### src/pkg/fdc_status_pkg.sv
// Package holding the register map, status field layout and command codes
// Assumes a 32-bit APB master; only the low byte of each register is used
package fdc_status_pkg;
    // ----------------------------------------
    // Register byte offsets
    // ----------------------------------------
    localparam logic [7:0] OFF_STATUS = 8'h00;   // Read-only status
    localparam logic [7:0] OFF_COMMAND = 8'h04;  // Write-only command
    localparam logic [7:0] OFF_DATA = 8'h08;     // Data holding register
    // ----------------------------------------
    // Status bit positions
    // ----------------------------------------
    localparam int BIT_MOTOR = 7;
    localparam int BIT_WPROT = 6;
    localparam int BIT_BUSY = 0;
    localparam int BIT_OVERRUN = 2;
    localparam int BIT_REQUEST = 1;
    // ----------------------------------------
    // Command codes (upper nibble)
    // ----------------------------------------
    localparam logic [3:0] CMD_FORCE = 4'hd;     // Forced interrupt
    localparam logic [3:0] CMD_RDADDR = 4'hc;    // Read address
    localparam logic [3:0] CMD_RDTRK = 4'he;     // Read track
    localparam logic [3:0] CMD_WRTRK = 4'hf;     // Write track
    localparam logic [2:0] CMD_WRSEC = 3'h5;     // Write sector, top three bits
    localparam logic [7:0] FILL_BYTE = 8'h00;    // Substituted on overrun
    localparam logic [23:0] PAD_ZERO = 24'h000000;
    // ----------------------------------------
    // Status personality
    // ----------------------------------------
    typedef enum logic [1:0]
    {
        MODE_TYPE1 = 2'b00,   // Positioning or idle view
        MODE_XFER = 2'b01,    // Sector or track transfer view
        MODE_FROZEN = 2'b10   // Stopped by forced interrupt while busy
    } mode_e;
endpackage : fdc_status_pkg

### src/hw/fdc_status_and_format.sv
// Status register and format byte handshake of the disk controller
// Assumes a command engine beside it that reports events as one-cycle
// pulses and asks for each disk byte with byte_slot; all inputs synchronous
//
// Chosen here: the register addresses and the APB register port.
`timescale 1ns/100ps

// Overview of operation
// - Bit 7 always mirrors motor output
// - Bit 6 shows write protect on writes
// - Type I bit 5 means spin-up done
// - Transfer bit 5 flags deleted data mark
// - Type I bit 4 flags seek error
// - Transfer bit 4 flags record not found
// - Bit 3 flags CRC error
// - Transfer bit 2 flags lost byte
// - Type I/idle bit 2 shows track zero
// - Transfer bit 1 equals data request
// - Type I/idle bit 1 shows index
// - Bit 0 is busy
// - Forced interrupt while busy freezes bits 6-1
// - Write protect stays live after reset, Type I or an idle forced interrupt only
// - Read address without IDs sets record-missing
// - One data request per written byte
// - Write track ends at next index
// - New command sets busy, clears status
// - Data register access clears data request
module fdc_status_and_format
#(
    parameter int ADDR_W = 8  // APB address width
)
(
    input wire logic pclk,
    input wire logic presetn,
    input wire logic psel,
    input wire logic penable,
    input wire logic pwrite,
    input wire logic [ADDR_W-1:0] paddr,
    input wire logic [31:0] pwdata,
    output logic [31:0] prdata,
    output logic pready,
    output logic pslverr,
    input wire logic motor_on_in,
    input wire logic write_protect_in,
    input wire logic outer_track_input,
    input wire logic index_input,
    input wire logic spinup_evt,
    input wire logic verify_fail_evt,
    input wire logic deleted_mark_evt,
    input wire logic record_missing_evt,
    input wire logic crc_error_evt,
    input wire logic cmd_done,
    input wire logic byte_slot,
    input wire logic [7:0] rd_byte,
    output logic data_request,
    output logic busy_flag,
    output logic [7:0] cmd_code,
    output logic cmd_strobe,
    output logic [7:0] wr_byte,
    output logic wr_byte_valid
);
    // ----------------------------------------
    // Elaboration check
    // ----------------------------------------
    if (ADDR_W < 8)
    begin : g_bad_addr
        $error("ADDR_W must be at least 8");
    end

    // ----------------------------------------
    // APB decode
    // ----------------------------------------
    wire logic [7:0] addr_lo = paddr[7:0];
    wire logic upper_zero = (paddr >> 8) == '0;
    wire logic hit_status = upper_zero && (addr_lo == fdc_status_pkg::OFF_STATUS);
    wire logic hit_cmd = upper_zero && (addr_lo == fdc_status_pkg::OFF_COMMAND);
    wire logic hit_data = upper_zero && (addr_lo == fdc_status_pkg::OFF_DATA);
    wire logic hit_any = hit_status || hit_cmd || hit_data;
    wire logic apb_access = psel && penable && !pready;  // Answer prepared here
    wire logic apb_done = psel && penable && pready;     // Effects land here
    wire logic wr_cmd = apb_done && pwrite && hit_cmd;
    wire logic wr_data = apb_done && pwrite && hit_data;
    wire logic rd_data = apb_done && !pwrite && hit_data;
    wire logic wr_status = apb_done && pwrite && hit_status;

    // ----------------------------------------
    // Command decode
    // ----------------------------------------
    wire logic [3:0] cmd_hi = pwdata[7:4];
    wire logic is_force = cmd_hi == fdc_status_pkg::CMD_FORCE;
    wire logic is_type1 = !pwdata[7];
    wire logic is_wrtrk = cmd_hi == fdc_status_pkg::CMD_WRTRK;
    wire logic is_writing = is_wrtrk || (cmd_hi[3:1] == fdc_status_pkg::CMD_WRSEC);
    wire logic new_cmd = wr_cmd && !is_force;
    wire logic force_busy = wr_cmd && is_force && busy_flag;
    wire logic force_idle = wr_cmd && is_force && !busy_flag;
    wire logic status_clear = new_cmd || force_idle;

    // ----------------------------------------
    // State
    // ----------------------------------------
    fdc_status_pkg::mode_e mode;      // Which bit meanings apply
    fdc_status_pkg::mode_e next_mode;
    logic write_op;                   // Current command writes the disk
    logic addr_op;                    // Read address command
    logic track_op;                   // Read or write track command
    logic wp_live;                    // Write protect tracked while idle
    logic s5_flag;                    // Spin-up or record type
    logic s4_flag;                    // Seek error or record missing
    logic crc_flag;                   // CRC error
    logic overrun_flag;               // Host too slow
    logic [7:0] data_reg;             // Data holding register
    logic [6:1] held_bits;            // Snapshot for the frozen view

    wire logic in_xfer = mode == fdc_status_pkg::MODE_XFER;
    wire logic frozen = mode == fdc_status_pkg::MODE_FROZEN;
    wire logic xfer_busy = busy_flag && in_xfer;
    wire logic slot_write = byte_slot && xfer_busy && write_op;
    wire logic slot_read = byte_slot && xfer_busy && !write_op;

    // ----------------------------------------
    // Live status composition
    // ----------------------------------------
    // write protect view
    wire logic s6_xfer = write_op && write_protect_in;
    wire logic s6_t1 = wp_live && !busy_flag && write_protect_in;
    // bit 5 meaning, zero where undefined
    wire logic s5_live = s5_flag && !(in_xfer && (addr_op || track_op));
    // error bits, zero for track commands
    wire logic s4_live = s4_flag && !(in_xfer && track_op);
    wire logic s3_live = crc_flag && !(in_xfer && track_op);
    // bits 2 and 1 switch with the command type
    wire logic s2_live = in_xfer ? overrun_flag : outer_track_input;
    wire logic s1_live = in_xfer ? data_request : index_input;
    wire logic s6_live = in_xfer ? s6_xfer : s6_t1;
    wire logic [6:1] live_bits = {s6_live, s5_live, s4_live, s3_live, s2_live, s1_live};
    // motor and busy always live, the rest may be frozen
    wire logic [7:0] status_now = {motor_on_in, frozen ? held_bits : live_bits, busy_flag};

    // ----------------------------------------
    // Next values for sticky flags
    // ----------------------------------------
    // Event wins over a same-cycle clear, so no error is lost
    wire logic next_s5 = ((spinup_evt || deleted_mark_evt) && busy_flag)
        || (s5_flag && !status_clear);
    // a read address on a blank track reports record missing
    wire logic next_s4 = ((verify_fail_evt || record_missing_evt) && busy_flag)
        || (s4_flag && !status_clear);
    wire logic next_crc = (crc_error_evt && busy_flag) || (crc_flag && !status_clear);
    wire logic next_overrun = (byte_slot && xfer_busy && data_request)
        || (overrun_flag && !status_clear);
    // request raised per byte; host access or end drops it
    wire logic drq_set = slot_write || slot_read || (new_cmd && is_writing && !is_type1);
    wire logic drq_clr = wr_data || rd_data || status_clear || cmd_done || force_busy;
    wire logic next_drq = drq_set || (data_request && !drq_clr);

    // ----------------------------------------
    // Mode selection
    // ----------------------------------------
    always_comb
    begin
        next_mode = mode;
        if (new_cmd)
        begin
            next_mode = is_type1 ? fdc_status_pkg::MODE_TYPE1 : fdc_status_pkg::MODE_XFER;
        end
        else if (force_busy)
        begin
            next_mode = fdc_status_pkg::MODE_FROZEN;
        end
        else if (force_idle)
        begin
            next_mode = fdc_status_pkg::MODE_TYPE1;  // Idle force shows Type I view
        end
    end

    // ----------------------------------------
    // Command tracking and busy
    // ----------------------------------------
    always_ff @(posedge pclk or negedge presetn)
    begin
        if (!presetn)
        begin
            mode <= fdc_status_pkg::MODE_TYPE1;
            busy_flag <= 1'b0;
            write_op <= 1'b0;
            addr_op <= 1'b0;
            track_op <= 1'b0;
            wp_live <= 1'b1;
        end
        else
        begin
            mode <= next_mode;
            // new command sets busy; force or end clears it
            // write track ends on the engine's index-time done
            if (new_cmd)
                busy_flag <= 1'b1;
            else if (wr_cmd || cmd_done)
                busy_flag <= 1'b0;
            if (new_cmd)
            begin
                write_op <= is_writing && !is_type1;
                addr_op <= cmd_hi == fdc_status_pkg::CMD_RDADDR;
                track_op <= is_wrtrk || (cmd_hi == fdc_status_pkg::CMD_RDTRK);
                wp_live <= is_type1;
            end
            else if (force_idle)
            begin
                wp_live <= 1'b1;
            end
        end
    end

    // ----------------------------------------
    // Sticky status flags and snapshot
    // ----------------------------------------
    always_ff @(posedge pclk or negedge presetn)
    begin
        if (!presetn)
        begin
            s5_flag <= 1'b0;
            s4_flag <= 1'b0;
            crc_flag <= 1'b0;
            overrun_flag <= 1'b0;
            held_bits <= '0;
        end
        else
        begin
            s5_flag <= next_s5;
            s4_flag <= next_s4;
            crc_flag <= next_crc;
            overrun_flag <= next_overrun;
            if (!frozen)
                held_bits <= live_bits;
        end
    end

    // ----------------------------------------
    // Data holding register and disk byte handoff
    // ----------------------------------------
    always_ff @(posedge pclk or negedge presetn)
    begin
        if (!presetn)
        begin
            data_reg <= fdc_status_pkg::FILL_BYTE;
            data_request <= 1'b0;
            wr_byte <= fdc_status_pkg::FILL_BYTE;
            wr_byte_valid <= 1'b0;
        end
        else
        begin
            data_request <= next_drq;
            wr_byte_valid <= slot_write;
            if (slot_read)
                data_reg <= rd_byte;
            else if (wr_data)
                data_reg <= pwdata[7:0];
            // unserviced request puts a zero byte on the disk
            if (slot_write)
                wr_byte <= data_request ? fdc_status_pkg::FILL_BYTE : data_reg;
        end
    end

    // ----------------------------------------
    // Command strobe to the engine
    // ----------------------------------------
    always_ff @(posedge pclk or negedge presetn)
    begin
        if (!presetn)
        begin
            cmd_code <= fdc_status_pkg::FILL_BYTE;
            cmd_strobe <= 1'b0;
        end
        else
        begin
            cmd_strobe <= wr_cmd;
            if (wr_cmd)
                cmd_code <= pwdata[7:0];
        end
    end

    // ----------------------------------------
    // APB answer, one wait state
    // ----------------------------------------
    // status writes are accepted but change nothing
    wire logic [7:0] read_byte = hit_status ? status_now : (hit_data ? data_reg : 8'h00);
    always_ff @(posedge pclk or negedge presetn)
    begin
        if (!presetn)
        begin
            pready <= 1'b0;
            pslverr <= 1'b0;
            prdata <= '0;
        end
        else
        begin
            pready <= apb_access;
            pslverr <= apb_access && !hit_any;
            if (apb_access && !pwrite)
                prdata <= {fdc_status_pkg::PAD_ZERO, read_byte};
        end
    end

    // ----------------------------------------
    // Checks
    // ----------------------------------------
    a_motor_mirror: assert property (
        @(posedge pclk) disable iff (!presetn)
        apb_access && !pwrite && hit_status |=> prdata[7] == $past(motor_on_in))
        else $error("Status bit 7 does not follow motor");
    a_busy_on_cmd: assert property (
        @(posedge pclk) disable iff (!presetn)
        new_cmd |=> busy_flag && !overrun_flag || busy_flag && byte_slot)
        else $error("Busy not set by new command");
    a_force_freeze: assert property (
        @(posedge pclk) disable iff (!presetn)
        force_busy |=> !busy_flag && status_now[6:1] == $past(status_now[6:1]))
        else $error("Forced interrupt disturbed status");
    a_drq_access: assert property (
        @(posedge pclk) disable iff (!presetn)
        rd_data && !byte_slot && !new_cmd |=> !data_request)
        else $error("Data access did not clear request");
    a_byte_request: assert property (
        @(posedge pclk) disable iff (!presetn)
        slot_write |=> data_request && wr_byte_valid ##1 !wr_byte_valid || byte_slot)
        else $error("Written byte without new request");
    a_lost_byte: assert property (
        @(posedge pclk) disable iff (!presetn)
        byte_slot && xfer_busy && data_request && !wr_cmd |=> status_now[2])
        else $error("Lost byte not reported");
    a_track_zero: assert property (
        @(posedge pclk) disable iff (!presetn)
        !busy_flag && mode == fdc_status_pkg::MODE_TYPE1
        |-> status_now[2] == outer_track_input && status_now[1] == index_input)
        else $error("Idle view not live");
    a_status_ro: assert property (
        @(posedge pclk) disable iff (!presetn)
        wr_status && !busy_flag |=> {s5_flag, s4_flag, crc_flag} == $past({s5_flag, s4_flag, crc_flag}))
        else $error("Status write changed status");
    a_track_end: assert property (
        @(posedge pclk) disable iff (!presetn)
        cmd_done && !wr_cmd |=> !busy_flag && !data_request)
        else $error("Command did not end on done");
endmodule : fdc_status_and_format

### config.mk
export PLATFORM = sky130hd
export DESIGN_NAME = fdc_status_and_format
export DESIGN_NICKNAME = d
export VERILOG_FILES = /design/src/pkg/fdc_status_pkg.sv /design/src/hw/fdc_status_and_format.sv
export SDC_FILE = /design/constraint.sdc
export NUM_CORES = 1
export LEC_CHECK = 0
export ABC_AREA = 1
export BUFFER_PORTS_ARGS = -buffer_cell sky130_fd_sc_hd__buf_2
export CORE_MARGIN = 5
export CORE_UTILIZATION = 45
export CTS_CLUSTER_SIZE = 10
export DETAILED_ROUTE_END_ITERATION = 8
export PLACE_DENSITY_LB_ADDON = 0.05
export SYNTH_ARGS = -nofsm -noshare
export SYNTH_HDL_FRONTEND = slang
export SYNTH_SLANG_ARGS = --single-unit
### constraint.sdc
create_clock -name pclk -period 3.5 [get_ports pclk]
set_input_delay 0.7 -clock pclk [delete_from_list [all_inputs] [get_ports pclk]]
set_output_delay 0.7 -clock pclk [all_outputs]
set_load 0.05 [all_outputs]
==> results.yml <==
route:
  detail_route.wl_per_cell_um: 13.5
  viasPerCell: 4.81
  drt_drc_violations_left: 0
  routed_wirelength_um: 6320
  firstDrtPassIters: 4
  vias: 2249
  drt_iter0_drc: 75
  ant_nets: 0
sta:
  rsz0062_at_grt: "no"
  worst_slew_pin_slew_ns: 0.698
  timing.setup.tns_ns: 0
  finalSetupViolCount: 0
  skew_ns: 0.00476
  period_needed_ns: 1.87
  max_slew_margin: 0.535
  finalHoldViolations: 0
  drv_slew: 0
  fmax_mhz: 534
  min_period_over_period: 0.535
worst_setup_path:
  required_ns: 3.75
  cp-end-kind: "flip-flop"
  r2r_slack_ns: 1.94
  crit_path_start_kind: "input port"
  critPathMaxFanout: 14
  crit_type: "input port to flip-flop"
  cp.arrival_ns: 2.12
logic_synthesis:
  netlist_area_mm2: 0.00264
  synth_edf_count: 0
  syn_area_per_cell_um2: 8.12
  yosys.area.top_type: "dfrtp_1"
  yosysWarningCount: 0
  synthTopCellsByArea: "dfrtp_1, nand2_1, nand3_1"
  ys_async_sr_fraction: 1.00
  synthCells: 325
  yosysTopAreaCellShare: 0.502
  ys_ff_latch: 54
  synth_cell_types: 24
  ys_seq_area_frac: 0.512
  synth_flop_cell: "dfrtp_1"
global_routing:
  gr-usage-met2: 0.290
  met3_usage: 0.0323
  grt_pass1_vias: 2272
  grt_overflow: 0
  grt_max_degree: 33
  grt_util_all_layers: 0.180
  use_met1: 0.248
  grt-busiest-layer: "met2"
  grt_pass1_wl_um: 10600
  antenna_found_initial: 0
floorplan:
  fp.coreArea_mm2: 0.00561
  ioPinCount: 118
  die_h_um: 86.6
  dieWidth_um: 86.6
  die_area_mm2: 0.00750
  initial_core_util: 0.471
  rows: 27
finish:
  fin_area_mm2: 0.00304
  syn2layout_area_growth_pct: 15.2
  drive_gt1_frac: 0.247
  fillers: 589
  nNetsFinal: 459
  antenna_cells: 0
clock_network:
  cts.htree.levels: 2
  path_clk_slew_ns: 0.09
  post-cts-setup-buffers: 0
  cts_hold_buffers: 0
  cts-root-buf: "clkbuf_8"
  cts.sinks: 54
  clockBufferDepth: 2
  numCtsBuffers: 5
  cts_tree: "yes"
  clock_latency_ns: 0.30
  cts_resized: 0
place:
  dpl.hpwl_um: 4860
  place_area_mm2: 0.00295
  place_congestion: 0.780
  portBuffers: 69
pwr:
  cellLeakagePower_nw: 1.73
  ir_drop_mv: 0.233
  power_density_mw_per_mm2: 404
run_status:
  status: "complete, no violations"
worst_hold_path:
  hp-class: "input port to async pin"
job:
  drv_cap: 0
==> path summary, 6_finish.rpt <==
kind                               end  startpoint  depth (start not counted)
max                        data_reg[7]    paddr[7]                          8
min reg2reg                     pready      pready                          1
min in group pclk               pready      pready                          1
min                            s4_flag     presetn                          1
max in group asynchronous   wr_byte[1]     presetn                          2
max reg2reg                data_reg[6]   busy_flag                          7
==> cell type report <==
| class | instances | area (um^2) | share of cell area |
|---|---|---|---|
| Sequential cell | 54 | 1350 | 0.445 |
| Multi-Input combinational cell | 241 | 1070 | 0.351 |
| Timing Repair Buffer | 70 | 353 | 0.116 |
| Tap cell | 72 | 90.1 | 0.0296 |
| Clock buffer | 7 | 86.3 | 0.0284 |
| Inverter | 23 | 86.3 | 0.0284 |
| Clock inverter | 1 | 5.00 | 0.00165 |
==> kinds of logic (layout without fill, tap and decap cells) <==
family,Yosys count,in the layout,share of synthesized area
AND/OR/NAND/NOR,181,181,0.301
AO/OA/AOI/OAI,36,36,0.0692
flip-flops,54,54,0.512
other,1,24,0.00142
buffers and inverters,53,101,0.116
==> placed cells by master (no fill, tap or decap), drive strengths merged <==
cell type	instances
a21oi	13
clkbuf	7
o21ai	22
buf	70
nand3	40
nor2	30
and2	1
clkinv	2
o21a	1
conb	24
nand2	105
dfstp	1
nand4	2
or2	1
nor3	2
dfrtp	53
inv	22
==> routing by layer <==
layer,routed length (um),vias up
li1,-,1128
met1,2850,1057
met2,3010,59
met3,393,5
met4,63,0
met5,0,-
==> worst max-delay path, cell delays in order <==
cell,delay [ns]
buf_2,0.10
nor2_1,0.09
nand2_1,0.15
nor2_2,0.54
nand2_2,0.23
nand2_1,0.18
nand2_1,0.07
nand2_1,0.05
==> stage by stage <==
stage	hold slack [ns]	std cells	power, mW	utilization	setup WS, ns
6_report	0.430	468	1.23	0.542	1.63
5_1_grt	0.489	468	1.28	0.542	1.44
4_1_cts	0.451	468	1.24	0.542	1.62
3_5_place_dp	0.465	460	0.883	0.526	1.30
3_3_place_gp	0.459	460	0.880	0.526	1.34
2_1_floorplan	0.404	348	0.838	-	1.85
==> power breakdown <==
group          switching [mW]  internal (mW)
combinational           0.165         0.0435
sequential             0.0128          0.648
clock                   0.197          0.160
total                   0.375          0.852
==> Yosys cell counts (4+ instances only) <==
master / number
inv_1: 13
dfrtp_1: 53
nor2_4: 5
buf_4: 26
nor2_1: 22
nand3_1: 40
a21oi_1: 13
inv_2: 9
nand2_1: 102
o21ai_1: 18
o21ai_0: 4
Note: power is estimated with default switching activity, not from simulation.
